--- config.mk ---
export PLATFORM = sky130hd
export DESIGN_NAME = pam_port
export DESIGN_NICKNAME = d
export VERILOG_FILES = /design/src/pam_pkg.sv /design/src/pam_dq_if.sv /design/src/pam_sync2.sv /design/src/pam_dq_drive.sv /design/src/pam_port.sv
export SDC_FILE = /design/constraint.sdc
export NUM_CORES = 1
export LEC_CHECK = 0
export BUFFER_PORTS_ARGS = -buffer_cell sky130_fd_sc_hd__buf_2
export CORE_MARGIN = 5
export CORE_UTILIZATION = 30
export CTS_BUF_LIST = sky130_fd_sc_hd__clkbuf_16
export DETAILED_ROUTE_END_ITERATION = 10
export PLACE_DENSITY = 0.61
export SLEW_MARGIN = 20
export SYNTH_ARGS = -nofsm -noshare
export SYNTH_HDL_FRONTEND = slang
export SYNTH_SLANG_ARGS = --single-unit
export TNS_END_PERCENT = 100
--- constraint.sdc ---
create_clock -name clk -period 1.9 [get_ports clk]
set_clock_uncertainty 0.05 [all_clocks]
set_input_delay 0.38 -clock clk [delete_from_list [all_inputs] [get_ports clk]]
set_output_delay 0.38 -clock clk [all_outputs]
set_load 0.01 [all_outputs]
--- src/pam_pkg.sv ---
package pam_pkg;
  localparam int          ADDR_W         = 16;
  localparam int          DATA_W         = 18;
  localparam int          BYTE_W         = 9;
  localparam int          SYNC_STAGES    = 2;
  localparam int          WRAP_PULSE_CYC = 1;
  localparam logic [15:0] CNT_RST_VAL    = 16'h0000;
  localparam logic [15:0] MASK_RST_VAL   = 16'hFFFF;
  localparam logic [17:0] DQ_RST_VAL     = 18'h0_0000;

  // what the address pins carry in the current cycle
  typedef enum logic [1:0] {
    PAM_AD_IN   = 2'b00,
    PAM_AD_CNT  = 2'b01,
    PAM_AD_MASK = 2'b10
  } pam_addr_src_t;
endpackage : pam_pkg

--- src/pam_dq_if.sv ---
`timescale 1ns/10ps
interface pam_dq_if #(
  parameter int DW = pam_pkg::DATA_W
);
  logic          rd_stb;
  logic [1:0]    rd_be;
  logic [DW-1:0] rd_data;
  logic          clr;

  modport src (output rd_stb, output rd_be, output rd_data, output clr);
  modport drv (input rd_stb, input rd_be, input rd_data, input clr);
endinterface : pam_dq_if

--- src/pam_sync2.sv ---
`timescale 1ns/10ps
module pam_sync2 #(
  parameter int         W       = 1,
  parameter logic [0:0] RST_VAL = 1'b1
) (
  input  wire logic         clk,     // port clock
  input  wire logic         sys_rst, // synchronous reset
  input  wire logic [W-1:0] d,       // asynchronous level
  output logic      [W-1:0] q        // level in clk domain
);
  typedef struct packed {
    logic [W-1:0] s1;
    logic [W-1:0] s2;
  } pam_sync_st_t;

  pam_sync_st_t st_q;
  pam_sync_st_t st_d;

  always_comb begin
    st_d    = st_q;
    st_d.s1 = d;
    st_d.s2 = st_q.s1;
  end

  always_ff @(posedge clk) begin
    if (sys_rst) begin
      st_q <= '{s1: {W{RST_VAL}}, s2: {W{RST_VAL}}};
    end else begin
      st_q <= st_d;
    end
  end

  assign q = st_q.s2;
endmodule : pam_sync2

--- src/pam_dq_drive.sv ---
`timescale 1ns/10ps
module pam_dq_drive #(
  parameter int DW = pam_pkg::DATA_W,
  parameter int BW = pam_pkg::BYTE_W
) (
  input  wire logic          clk,             // port clock
  input  wire logic          sys_rst,         // synchronous reset
  input  wire logic          output_enable_n, // raw pin, async gate
  pam_dq_if.drv              link,            // read word from the port core
  output logic      [DW-1:0] dq_o,            // data pins out
  output logic      [1:0]    dq_oe            // [0] lower, [1] upper byte
);
  typedef struct packed {
    logic [DW-1:0] dq;
    logic [1:0]    be;
    logic          live;
  } pam_dq_st_t;

  pam_dq_st_t st_q;
  pam_dq_st_t st_d;

  always_comb begin
    st_d      = st_q;
    st_d.live = link.rd_stb & ~link.clr;
    if (link.rd_stb) begin
      st_d.dq = link.rd_data;
      st_d.be = link.rd_be;
    end
  end

  always_ff @(posedge clk) begin
    if (sys_rst) begin
      st_q <= '{dq: pam_pkg::DQ_RST_VAL, be: 2'h0, live: 1'b0};
    end else begin
      st_q <= st_d;
    end
  end

  assign dq_o = st_q.dq;
  // no clock in this path: the pin gates the drivers at once
  assign dq_oe = st_q.be & {2{st_q.live & ~output_enable_n}};
endmodule : pam_dq_drive

--- src/pam_port.sv ---
`timescale 1ns/10ps
module pam_port #(
  parameter int AW = pam_pkg::ADDR_W,
  parameter int DW = pam_pkg::DATA_W
) (
  input  wire logic          clk,                 // port clock
  input  wire logic          sys_rst,             // synchronous reset
  input  wire logic          global_reset_n,      // asynchronous master reset
  input  wire logic          select_low_active,   // chip enable, active low
  input  wire logic          select_high_active,  // chip enable, active high
  input  wire logic          read_write,          // 1 read, 0 write
  input  wire logic          lower_byte_select_n, // lower byte enable
  input  wire logic          upper_byte_select_n, // upper byte enable
  input  wire logic          output_enable_n,     // async data output enable
  input  wire logic          counter_load_n,      // load counter from pins
  input  wire logic          counter_increment_n, // advance counter
  input  wire logic          counter_readback_n,  // counter onto address pins
  input  wire logic          counter_clear_n,     // zero the counter
  input  wire logic          mask_load_n,         // load mask from pins
  input  wire logic          mask_readback_n,     // mask onto address pins
  input  wire logic [AW-1:0] addr_i,              // address pins in
  output logic      [AW-1:0] addr_o,              // address pins out
  output logic               addr_oe,             // address pins driven
  input  wire logic [DW-1:0] dq_i,                // data pins in
  output logic      [DW-1:0] dq_o,                // data pins out
  output logic      [1:0]    dq_oe,               // data byte drivers
  output logic               wrap_interrupt_n,    // wrap flag, active low
  output logic      [AW-1:0] mem_addr,            // array address
  output logic               mem_rd,              // array read strobe
  output logic               mem_wr,              // array write strobe
  output logic      [1:0]    mem_be,              // array byte enables
  output logic      [DW-1:0] mem_wdata,           // array write data
  input  wire logic [DW-1:0] mem_rdata            // word, cycle after mem_rd
);

  typedef struct packed {
    logic [AW-1:0]         cnt;
    logic [AW-1:0]         mask;
    pam_pkg::pam_addr_src_t src;
    logic [AW-1:0]         addr_out;
    logic                  wrap;
    logic [AW-1:0]         maddr;
    logic                  mrd;
    logic                  mwr;
    logic [1:0]            mbe;
    logic [DW-1:0]         mwdata;
    logic                  rd_stb;
    logic [1:0]            rd_be;
  } pam_port_st_t;

  localparam pam_port_st_t PAM_ST_RST = '{
    cnt:      pam_pkg::CNT_RST_VAL[AW-1:0],
    mask:     pam_pkg::MASK_RST_VAL[AW-1:0],
    src:      pam_pkg::PAM_AD_IN,
    addr_out: '0,
    wrap:     1'b0,
    maddr:    '0,
    mrd:      1'b0,
    mwr:      1'b0,
    mbe:      2'h0,
    mwdata:   '0,
    rd_stb:   1'b0,
    rd_be:    2'h0
  };

  pam_port_st_t st_q;
  pam_port_st_t st_d;

  logic greset_n_s;
  logic master_clr;
  logic selected;
  logic do_clear;
  logic do_load;
  logic do_inc;
  logic at_top;
  logic [AW-1:0] cnt_step;
  logic [AW-1:0] access_addr;
  logic [1:0]    byte_en;

  pam_dq_if #(.DW(DW)) dq_link ();

  // masked step: cleared mask bits hold, set bits form the counting field
  function automatic logic [AW-1:0] pam_step(
    input logic [AW-1:0] c,
    input logic [AW-1:0] m
  );
    logic [AW-1:0] s;
    s = (c | ~m) + {{(AW-1){1'b0}}, 1'b1};
    return (c & ~m) | (s & m);
  endfunction : pam_step

  // the master reset pin is asynchronous to clk, so bring it in first
  pam_sync2 #(
    .W       (1),
    .RST_VAL (1'b1)
  ) u_greset_sync (
    .clk     (clk),
    .sys_rst (sys_rst),
    .d       (global_reset_n),
    .q       (greset_n_s)
  );

  assign master_clr = ~greset_n_s;

  assign selected = ~select_low_active & select_high_active;

  // clear beats load beats step; the master keeps these apart anyway
  assign do_clear = ~counter_clear_n;
  assign do_load  = counter_clear_n & ~counter_load_n;
  assign do_inc   = counter_clear_n & counter_load_n & ~counter_increment_n;

  assign cnt_step = pam_step(st_q.cnt, st_q.mask);
  assign at_top   = (st_q.cnt & st_q.mask) == st_q.mask;

  assign byte_en = ~{upper_byte_select_n, lower_byte_select_n};

  // which address the array sees for an access in this cycle
  always_comb begin
    if (!mask_readback_n) begin
      access_addr = addr_i;
    end else if (!counter_readback_n) begin
      access_addr = st_q.cnt;
    end else if (do_load) begin
      access_addr = addr_i;
    end else begin
      access_addr = st_q.cnt;
    end
  end

  always_comb begin
    st_d = st_q;

    // counter
    if (do_clear) begin
      st_d.cnt = pam_pkg::CNT_RST_VAL[AW-1:0];
    end else if (do_load) begin
      st_d.cnt = addr_i;
    end else if (do_inc) begin
      st_d.cnt = cnt_step;
    end

    // wrap pulse lives exactly one cycle unless wrapping again
    st_d.wrap = do_inc & at_top;

    // mask register
    if (!mask_load_n) begin
      st_d.mask = addr_i;
    end

    // address pin drive, chip enables deliberately ignored
    case ({counter_readback_n, mask_readback_n})
      2'b01: begin
        st_d.src = pam_pkg::PAM_AD_CNT;
      end
      2'b10: begin
        st_d.src = pam_pkg::PAM_AD_MASK;
      end
      default: begin
        st_d.src = pam_pkg::PAM_AD_IN;
      end
    endcase

    case (st_d.src)
      pam_pkg::PAM_AD_CNT: begin
        st_d.addr_out = st_q.cnt;
      end
      pam_pkg::PAM_AD_MASK: begin
        st_d.addr_out = st_q.mask;
      end
      default: begin
        st_d.addr_out = st_q.addr_out;
      end
    endcase

    // array access, only while the port is selected
    st_d.mrd    = selected & read_write;
    st_d.mwr    = selected & ~read_write & (byte_en != 2'h0);
    st_d.maddr  = access_addr;
    st_d.mbe    = byte_en;
    st_d.mwdata = dq_i;

    // word arrives the cycle after the strobe, then goes to the pins
    st_d.rd_stb = st_q.mrd;
    st_d.rd_be  = st_q.mbe;

    if (master_clr) begin
      st_d = PAM_ST_RST;
    end
  end

  always_ff @(posedge clk) begin
    if (sys_rst) begin
      st_q <= PAM_ST_RST;
    end else begin
      st_q <= st_d;
    end
  end

  assign dq_link.rd_stb  = st_q.rd_stb;
  assign dq_link.rd_be   = st_q.rd_be;
  assign dq_link.rd_data = mem_rdata;
  assign dq_link.clr     = master_clr;

  pam_dq_drive #(
    .DW (DW),
    .BW (pam_pkg::BYTE_W)
  ) u_dq_drive (
    .clk             (clk),
    .sys_rst         (sys_rst),
    .output_enable_n (output_enable_n),
    .link            (dq_link),
    .dq_o            (dq_o),
    .dq_oe           (dq_oe)
  );

  assign addr_o = st_q.addr_out;

  // the raw pin releases the address pins and the flag at once; the
  // synchronised copy then clears the stored state a few cycles later
  assign addr_oe = (st_q.src != pam_pkg::PAM_AD_IN) & global_reset_n;

  assign wrap_interrupt_n = ~(st_q.wrap & global_reset_n);

  assign mem_addr  = st_q.maddr;
  assign mem_rd    = st_q.mrd;
  assign mem_wr    = st_q.mwr;
  assign mem_be    = st_q.mbe;
  assign mem_wdata = st_q.mwdata;
endmodule : pam_port

* Word level (Yosys, flattened, before mapping)
Index checks and enable logic that the tools add are counted.
** Storage, ports and cells
- Bits of input ports :: 67
- Bits in registers :: 115
- Output and inout bits :: 76
** Cells by class
- Add/subtract/negate cells :: 1
- Reduce and logical (&&, ||, !) cells :: 6
- Equality and inequality tests :: 5
- Bitwise operators :: 28
- Mux-type cells :: 7
** Operators with widths (number)
- $mux 16 :: 5
- $and 16x16->16 :: 3
- $or 16x16->16 :: 2
- $pmux 16 s2 :: 1
- $add 16x1->16 const B :: 1
- $eq 16x16->1 :: 1
- $not 16->16 :: 1
- $and 1x1->1 :: 12
- $not 1->1 :: 8
- $reduce_bool 2->1 :: 4
- $eq 2x1->1 const B :: 2
- $eq 2x2->1 const B :: 2
- $pmux 2 s2 :: 1
- $reduce_or 3->1 :: 1
- $and 2x2->2 :: 1
- $not 2->2 :: 1
- $reduce_or 2->1 :: 1

* Logic depth before layout (Yosys ltp)
Gate-level depths: netlist (run 1).
- Depth after elaboration :: 7
- Depth in mapped cells :: 9

* Hierarchy
Synthesis (run 1) repeated with hierarchy kept, for this count alone.
** Second synthesis, totals
- Cells, all modules :: 561
- Area, all modules :: 5079.9 sq um
** By module, submodules not included
- pam_port :: times used 1, area an instance 4106.4 sq um, cells an instance 470, seq. area each 1841.8 sq um
- pam_dq_drive :: times used 1, area an instance 920.9 sq um, cells an instance 87, seq. area each 420.4 sq um
- pam_sync2 :: times used 1, area an instance 52.6 sq um, cells an instance 4, seq. area each 40.0 sq um

* Least setup slack after synthesis (run 1)
Ideal clock, no wire load.
- Kind :: register to register
- From :: reg with a tool-made name
- To :: reg with a tool-made name
- Period minus slack after synthesis :: 1864 ps
- Stages on the path, launching flop included :: 6
- Library setup time :: 127 ps
- Data arrival time :: 1687 ps
- Slack :: 36 ps
- Buffers on the path :: 0
- Cells stage by stage :: dfxtp_1 > inv_1 > a221o_1 > or4_4 > mux2i_1 > or3_1

==> impl_metrics.yaml, run 1 <==
timing:
  maxSlewViolCount: 0
  finalSetupTns_ns: 0
  worstMarginPinSlew_ns: 0.544
  fin_crit_sh: 0.987
  hold_viol: 0
  fin_crit_ns: 1.88
  rsz0062_at_grt: "true"
  slew_headroom: 0.638
  setup_viol: 0
  fmax_mhz: 533
worst_setup_path:
  max_stage_delay_ns: 0.54
  worstRegToRegCells: 5
  path_cells: "inv_2 > a221o_1 > or4_4 > mux2i_1 > or3_1"
  cp_slowest_cell: "or4_4"
  crit_path_end_kind: "register"
  start_kind: "register"
  arrival_ns: 2.12
  r2r_setup_slack_ns: 0.02
  critPathMaxFanout: 2
  crit_type: "reg2reg"
  cp_data_required_time_ns: 2.14
finish:
  nNetsFinal: 743
  syn2layout_area_growth_pct: 25.7
  drive_gt1_frac: 0.339
  num-fill-cells: 1681
  insertedDiodeCount: 0
  final_core_util: 0.386
floorplan:
  start_util: 0.307
  core_area_um2: 16600
  die_h_um: 140
  fp.dieArea_um2: 19700
  boundaryPins: 143
  row_count: 47
  die_w_um: 140
route:
  wl_per_cell_um: 15.1
  num_vias: 3998
  drt_wl_total_um: 13600
  route.detailed.drc: 0
  post_drt_via_cell_ratio: 4.42
  drtPass1Iterations: 4
  drt_iter0_markers: 153
  final_antenna_net_count: 0
yosys:
  ys_seq_elements: 115
  synth_commonest_cells: "dfxtp_1 (115), buf_4 (70), nand2_1 (64)"
  synth_nets: 641
  synth.largest_area_cell: "dfxtp_1"
  ys_async_sr_fraction: 0
  synth.top_cell.area_share: 0.451
  yosysWarnings: 0
  ys.flop_type: "dfxtp_1"
  yosysMostFrequentCell: "dfxtp_1"
  synth_edf_count: 0
  synthDistinctLibCells: 51
  synth.area.top_cells: "dfxtp_1 (45%), mux2i_1 (11%), buf_4 (10%)"
  seq_area_frac_synth: 0.451
  syn-cell-area_um2: 5110
  avgSynthCellArea_um2: 8.96
  synth_cells: 570
placed_design:
  dp_hpwl_um: 10100
  globalplace.congestion: 0.857
  port_buffers: 142
clock_tree:
  cts-root-buf: "clkbuf_16"
  clockBufferDepth: 2
  cts.clk_slew.worst_paths_ns: 0.06
  holdBufCountCts: 0
  cts_tree: "done"
  insertion_delay_ns: 0.41
  htree_levels: 4
  cts_buffers: 17
  cts.sinks: 115
global_routing:
  gr-total-overflow: 0
  grt_pass1_wl_um: 21600
  antenna_found_initial: 0
  grt_max_degree: 38
  grtUsageTotal: 0.140
  grt_pass1_vias: 4003
outcome:
  outcome: "completed"
power_and_ir_drop:
  power_density_nw_per_um2: 1010
  irDropWorstVdd_v: 0.000610
  leakage_nw: 2.88
job:
  cap_violations: 0
min_path:
  worstHoldPathType: "in2reg"
layer usage:
metal | global-route usage | vias up | routed length, um
li1 | - | 2040 | -
met1 | 0.181 | 1813 | 6450
met2 | 0.225 | 136 | 6180
met3 | 0.0446 | 9 | 915
met4 | 0.0398 | 0 | 110
met5 | 0 | - | 0
critical path, delay by kind of cell, from the launching register on:
family | cells | cell delay (ns)
buf+inv | 1 | 0.04
flops | 1 | 0.34
simple gates | 2 | 0.83
compound gates | 1 | 0.38
mux | 1 | 0.13
power by group:
part | switching (W) | leakage [nW] | internal [W]
sequential | 0.0000490 | 0.942 | 0.00251
combinational | 0.000344 | 1.64 | 0.000271
clock | 0.00114 | 0.296 | 0.00218
total | 0.00153 | 2.88 | 0.00496
cells by family after synthesis:
| kind of cell | count (synthesis) | share of synthesized area |
|---|---|---|
| multiplexers | 55 | 0.108 |
| XOR/XNOR | 9 | 0.0154 |
| adder cells (fa/ha/maj) | 4 | 0.00980 |
| AND/OR/NAND/NOR | 201 | 0.198 |
| flip-flops | 115 | 0.451 |
| buffers and inverters | 110 | 0.133 |
| AO/OA/AOI/OAI | 76 | 0.0848 |
final cells by class:
class / instances / area [um2] / area share
Clock buffer: 17 / 425 / 0.0663
Inverter: 11 / 41.3 / 0.00643
Clock inverter: 15 / 190 / 0.0296
Multi-Input combinational cell: 345 / 2140 / 0.334
Tap cell: 220 / 275 / 0.0429
Timing Repair Buffer: 182 / 1040 / 0.161
Sequential cell: 115 / 2310 / 0.359
worst min path at each step:
| stage | start | to | slack (ns) | cells after the start |
|---|---|---|---|---|
| floorplan | u_greset_sync.st_d[0] | u_greset_sync.q | 0.34 | 1 |
| global placement | u_greset_sync.st_d[0] | u_greset_sync.q | 0.34 | 1 |
| detailed placement | u_greset_sync.st_d[0] | u_greset_sync.q | 0.34 | 1 |
| CTS | lower_byte_select_n | mem_be[0] | 0.07 | 2 |
| global route | upper_byte_select_n | mem_be[1] | 0.08 | 2 |
| finish | lower_byte_select_n | mem_be[0] | 0.09 | 2 |
stage by stage:
stage | setup slack [ns] | instances | instance area, um2 | hold WS [ns] | total power (W)
global route | -0.0239 | 905 | 6420 | 0.0768 | 0.00679
floorplan | 0.0362 | 570 | 5110 | 0.339 | 0.00301
global placement | 0.0371 | 871 | 5770 | 0.345 | 0.00322
finish | 0.0238 | 905 | 6420 | 0.0945 | 0.00650
detailed placement | 0.0275 | 871 | 5770 | 0.344 | 0.00323
CTS | 0.00656 | 903 | 6380 | 0.0685 | 0.00660
placed cells by master (no fill, tap or decap), types with 3 or more instances in the layout:
| cell | n |
|---|---|
| dfxtp_2 | 3 |
| nand4_1 | 4 |
| clkinvlp_4 | 3 |
| bufinv_16 | 4 |
| nand2_1 | 64 |
| a21oi_1 | 51 |
| ha_1 | 4 |
| mux2i_1 | 54 |
| nor2_1 | 61 |
| nor2b_1 | 4 |
| nand2b_2 | 3 |
| o21ai_0 | 7 |
| buf_4 | 38 |
| xnor2_1 | 5 |
| and3b_1 | 3 |
| inv_1 | 11 |
| nand3_1 | 3 |
| buf_2 | 142 |
| nor4_1 | 3 |
| or2b_4 | 3 |
| nor3_1 | 3 |
| a211oi_1 | 3 |
| xor2_1 | 4 |
| and2_1 | 26 |
| clkbuf_16 | 17 |
| o211ai_1 | 3 |
| nand2b_1 | 3 |
| dfxtp_1 | 112 |
what timing repair did:
item	CTS	global route
cloned	0	0
endpoints found under the setup margin	1	6
pin swaps	1	3
setup buffers	0	2
resized for setup	0	8
Note: power is estimated with default switching activity, not from simulation.
==> inputs of run 2 (changes only) <==
Settings changed: CORE_UTILIZATION 30 to 41, PLACE_DENSITY 0.61 to default, PLACE_DENSITY_LB_ADDON from default to 0.12.
==> run 2 against run 1 <==
Core utilization rose by 13 points. Final cell count fell by 5.7%. Largest power group unchanged. Wire length fell by 5.6%. Via count rose by 1.1%. Setup slack improved by 0.012 ns. Non-clock buffer count rose by 1. Sequential share of layout area rose by 0.69 points. Flip-flop and latch count did not move. Worst hold slack got worse by 0.0081 ns. Critical path depth did not move. Design area fell by 2.0%.
==> impl_metrics.yaml, run 2 (same netlist as run 1, synthesis figures left out) <==
worst_setup_path:
  crit_path_end_kind: "register"
  crit_type: "reg2reg"
  cp_num_cells: 5
  cp_slowest_cell: "or4_4"
  path_delay_family: "simple AND/OR/NAND/NOR gates"
  critPathMaxFanout: 2
  start_kind: "register"
  max_stage_delay_ns: 0.54
  path_cells: "inv_2 > a221o_1 > or4_4 > mux2i_1 > or3_1"
  worstRegToRegCells: 5
  cp_data_required_time_ns: 2.15
  arrival_ns: 2.11
  crit_buf_inv: 1
route:
  drt_iter0_markers: 218
  final_antenna_net_count: 0
  wl_per_cell_um: 15.1
  drt_wl_total_um: 12900
  route.detailed.drc: 0
  num_vias: 4040
  drtPass1Iterations: 4
  post_drt_via_cell_ratio: 4.74
timing:
  setup_viol: 0
  fin_crit_sh: 0.981
  hold_viol: 0
  rsz0062_at_grt: "true"
  slew_headroom: 0.621
  fin_crit_ns: 1.86
  worstMarginPinSlew_ns: 0.569
  maxSlewViolCount: 0
  fmax_mhz: 536
finish:
  final_common_cell: "buf_2"
  mostFrequentLayoutCells: "buf_2 (142), dfxtp_1 (114), nand2_1 (64)"
  syn2layout_area_growth_pct: 23.2
  final_core_util: 0.519
  final_cell_area_um2: 6290
  drive_gt1_frac: 0.331
  nNetsFinal: 744
  insertedDiodeCount: 0
  layout.cells.non_filler: 853
clock_tree:
  holdBufCountCts: 0
  cts.clk_slew.worst_paths_ns: 0.05
  cts-root-buf: "clkbuf_16"
  insertion_delay_ns: 0.41
  cts_buffers: 17
  cts.sinks: 115
  clockBufferDepth: 2
  htree_levels: 4
  cts_tree: "done"
global_routing:
  antenna_found_initial: 0
  grt_max_degree: 32
  grtUsageTotal: 0.180
  grt_pass1_vias: 4052
  grt_pass1_wl_um: 20500
  gr-total-overflow: 0
placed_design:
  port_buffers: 142
  globalplace.congestion: 0.862
  dp_hpwl_um: 9510
  dp_cells: 820
  placed_cell_area_um2: 5700
floorplan:
  boundaryPins: 143
  fp.dieArea_um2: 14800
  die_h_um: 122
  die_w_um: 122
  core_area_um2: 12100
  start_util: 0.422
  row_count: 40
min_path:
  worstHoldPathType: "in2reg"
  worstHoldPathCells: 2
power_and_ir_drop:
  leakage_nw: 2.86
  irDropWorstVdd_v: 0.000448
  power_density_nw_per_um2: 972
job:
  cap_violations: 0
outcome:
  outcome: "completed"
## run 2: timing repair
action | 4_1_cts | 5_1_grt
gates resized for setup | 0 | 6
cloned | 0 | 0
setup buffers | 0 | 2
pin swaps | 1 | 3
setup endpoints to repair | 1 | 7
## run 2: per-stage QoR
stage	total power, W	setup WS [ns]	hold slack (ns)	TNS [ns]
finish	0.00612	0.0355	0.0864	0
global route	0.00638	-0.0169	0.0787	-0.0169
CTS	0.00619	0.00824	0.0745	0
detailed placement	0.00322	0.00689	0.357	0
global placement	0.00321	0.0356	0.353	0
floorplan	0.00301	0.0362	0.339	0
## run 2: final timing paths
check,startpoint,end,slack (ns)
max reg2reg,register,register,0.04
min reg2reg,u_greset_sync.st_d[0],u_greset_sync.q,0.37
max,register,register,0.04
min,read_write,mem_wr,0.09
## run 2: where the power goes
group          internal [W]  leakage [nW]  switching (W)
registers           0.00251         0.942      0.0000472
clock network       0.00188         0.273        0.00106
logic              0.000267          1.64       0.000342
total               0.00466          2.86        0.00145
## run 2: cell type report
cell class	count	area (um2)
flip-flops and latches	115	2300
clock buffers	17	425
clock inverters	14	125
inverters	11	41.3
repair buffers	183	1030
well taps	168	210
fillers	1199	5820
multi-input cells	345	2150
## run 2: routing by layer
layer | share of wire | GRT usage
met5 | 0 | 0
met2 | 0.46 | 0.290
met4 | 0.018 | 0.0721
met3 | 0.072 | 0.0506
met1 | 0.45 | 0.228
## run 2: worst register-to-register path, cell delays in order, from the launching register on
cell and delay [ns]:
dfxtp_2 0.33, inv_2 0.04, a221o_1 0.37, or4_4 0.54, mux2i_1 0.13, or3_1 0.30
==> inputs of run 3 (changes only) <==
Settings changed: ABC_AREA from default to 1.
==> run 3 against run 2 <==
Clock-buffer cell count did not move. Highest routed layer unchanged. Clock power rose by 12%. Design area rose by 0.50%. Largest power group unchanged. Setup slack improved by 0.15 ns. Core utilization fell by 2.0 points. Worst hold slack got worse by 0.0013 ns. First-iteration DRC count rose by 18%. Global-route usage fell by 0.53 points. Largest cell class unchanged. Total power rose by 7.2%.
==> impl_metrics.yaml, run 3 <==
worst_setup_path:
  worstRegToRegCells: 13
  crit_path_end_kind: "register"
  start_kind: "register"
  r2r-start: "st_q[76]"
  crit_type: "reg2reg"
  arrival_ns: 1.98
  critPathMaxFanout: 3
  r2r_setup_slack_ns: 0.18
  crit_path_start: "st_q[76]"
  cp_data_required_time_ns: 2.16
placed_design:
  pre_cts_slack_ns: 0.207
  dp_cells: 953
  port_buffers: 142
  globalplace.congestion: 0.894
  dp_hpwl_um: 9560
power_and_ir_drop:
  irDropWorstVdd_v: 0.000585
  p_sw_frac: 0.241
  p_int_w: 0.00497
  p_total_w: 0.00655
  switchingPower_w: 0.00158
  power_density_nw_per_um2: 1040
  leakage_nw: 3.26
  pwr-share-seq: 0.397
  clock_power_share: 0.503
  comb_power_share: 0.100
global_routing:
  grt_pass1_wl_um: 20800
  antenna_found_initial: 0
  gr-total-overflow: 0
  grtUsageTotal: 0.175
  grt_max_degree: 27
  grt_pass1_vias: 4282
route:
  final_antenna_net_count: 0
  route.detailed.drc: 0
  post_drt_via_cell_ratio: 4.47
  num_vias: 4405
  drt_iter0_markers: 258
  wl_per_cell_um: 13.0
  drtPass1Iterations: 6
  drt_wl_total_um: 12800
yosys:
  synth_edf_count: 0
  synth_commonest_cells: "dfxtp_1 (115), inv_1 (111), nor2_1 (91)"
  ys.flop_type: "dfxtp_1"
  avgSynthCellArea_um2: 7.35
  synth_nets: 794
  synth.top_cell.area_share: 0.433
  ys_seq_elements: 115
  synth_cells: 723
  yosysMostFrequentCell: "dfxtp_1"
  synth.area.top_cells: "dfxtp_1 (43%), buf_4 (10%), inv_1 (7.8%)"
  synthDistinctLibCells: 35
  synth.largest_area_cell: "dfxtp_1"
  yosysWarnings: 0
  seq_area_frac_synth: 0.433
  syn-cell-area_um2: 5320
  ys_async_sr_fraction: 0
timing:
  worstMarginPinSlew_ns: 0.576
  hold_viol: 0
  fmax_mhz: 582
  maxSlewViolCount: 0
  fin_crit_ns: 1.72
  rsz0062_at_grt: "false"
  fin_crit_sh: 0.904
  slew_headroom: 0.615
  setup_viol: 0
  finalWorstSetupSlack_ns: 0.182
  finalSetupTns_ns: 0
floorplan:
  boundaryPins: 143
  die_h_um: 124
  die_w_um: 124
  row_count: 41
  fp.dieArea_um2: 15300
  core_area_um2: 12700
  start_util: 0.420
clock_tree:
  clockBufferDepth: 2
  cts.sinks: 115
  cts_tree: "done"
  cts.clk_slew.worst_paths_ns: 0.06
  cts-root-buf: "clkbuf_16"
  htree_levels: 4
  cts_buffers: 17
  post_cts.repair.setup_buffers: 0
  insertion_delay_ns: 0.41
finish:
  insertedDiodeCount: 0
  final_common_cell: "buf_2"
  drive_gt1_frac: 0.272
  num-fill-cells: 1309
  layout.cells.non_filler: 985
  register_area_um2: 2300
  multi_input_comb_area_um2: 1930
  nNetsFinal: 871
  syn2layout_area_growth_pct: 18.9
  mostFrequentLayoutCells: "buf_2 (142), dfxtp_1 (115), inv_1 (111)"
outcome:
  outcome: "completed"
job:
  cap_violations: 0
min_path:
  worstHoldPathType: "in2reg"
run 3: cell types whose count changed after synthesis, moves of 6 or more:
cell     before  now
inv_1        11  111
o21ai_0       7   80
mux2i_1      54    0
nor2_1       61   91
and2_1       26    0
nand3_1       3   21
nand2_1      64   81
nor2_4        0    8
a21oi_1      51   58
o21ai_1       2    9
inv_2         0    6
nand2_2       0    6
nor2_2        0    6
nor2b_1       6    0
run 3: kinds of logic after synthesis:
kind of cell,Yosys count,synth area share
xor+xnor,1,0.00165
buf+inv,215,0.205
flops,115,0.433
fa+ha+maj,4,0.00941
simple gates,225,0.189
compound gates,163,0.162
run 3: critical path, stage by stage, from the launching register on:
cell	delay, ns
dfxtp_1	0.35
inv_1	0.06
ha_1	0.21
inv_1	0.10
ha_2	0.20
nand2_1	0.07
inv_2	0.07
nand2_2	0.08
inv_1	0.08
nand2_1	0.06
a21oi_1	0.10
o21ai_0	0.09
nand2_1	0.06
inv_1	0.03
run 3: layout make-up:
type	instances	share of cell area
Sequential cell	115	0.364
Tap cell	172	0.0340
Clock buffer	17	0.0673
Inverter	118	0.0701
Multi-Input combinational cell	393	0.305
Clock inverter	15	0.0297
Timing Repair Buffer	155	0.130
run 3: per-stage QoR:
| stage | hold slack, ns | instance area [um2] | util |
|---|---|---|---|
| floorplan | 0.339 | 5320 | - |
| global placement | 0.351 | 5710 | 0.450 |
| detailed placement | 0.356 | 5710 | 0.450 |
| CTS | 0.0633 | 6320 | 0.499 |
| global route | 0.0731 | 6320 | 0.499 |
| finish | 0.0850 | 6320 | 0.499 |
run 3: repair_timing:
| action | 4_1_cts | 5_1_grt |
|---|---|---|
| hold buffers | 0 | 0 |
| setup endpoints to repair | 0 | 1 |
| gates resized for setup | 0 | 1 |
run 3: power by group through the flow:
stage | clock, W | sequential, W | combinational (W)
floorplan | 0 | 0.00264 | 0.000496
global placement | 0 | 0.00265 | 0.000651
detailed placement | 0 | 0.00265 | 0.000659
CTS | 0.00337 | 0.00260 | 0.000663
global route | 0.00350 | 0.00262 | 0.000746
finish | 0.00330 | 0.00260 | 0.000655
run 3: worst min path at each step:
stage / from / endpoint / slack (ns) / depth (start not counted)
floorplan: u_greset_sync.st_d[0] / u_greset_sync.q / 0.34 / 1
global placement: u_greset_sync.st_d[0] / u_greset_sync.q / 0.35 / 1
detailed placement: u_greset_sync.st_d[0] / u_greset_sync.q / 0.36 / 1
CTS: lower_byte_select_n / mem_be[0] / 0.06 / 2
global route: lower_byte_select_n / mem_be[0] / 0.07 / 2
finish: lower_byte_select_n / mem_be[0] / 0.09 / 2
run 3: routing by layer:
metal | global-route usage | part of all wire
met5 | 0 | 0
met1 | 0.228 | 0.46
met3 | 0.0495 | 0.069
met2 | 0.269 | 0.45
met4 | 0.0768 | 0.016
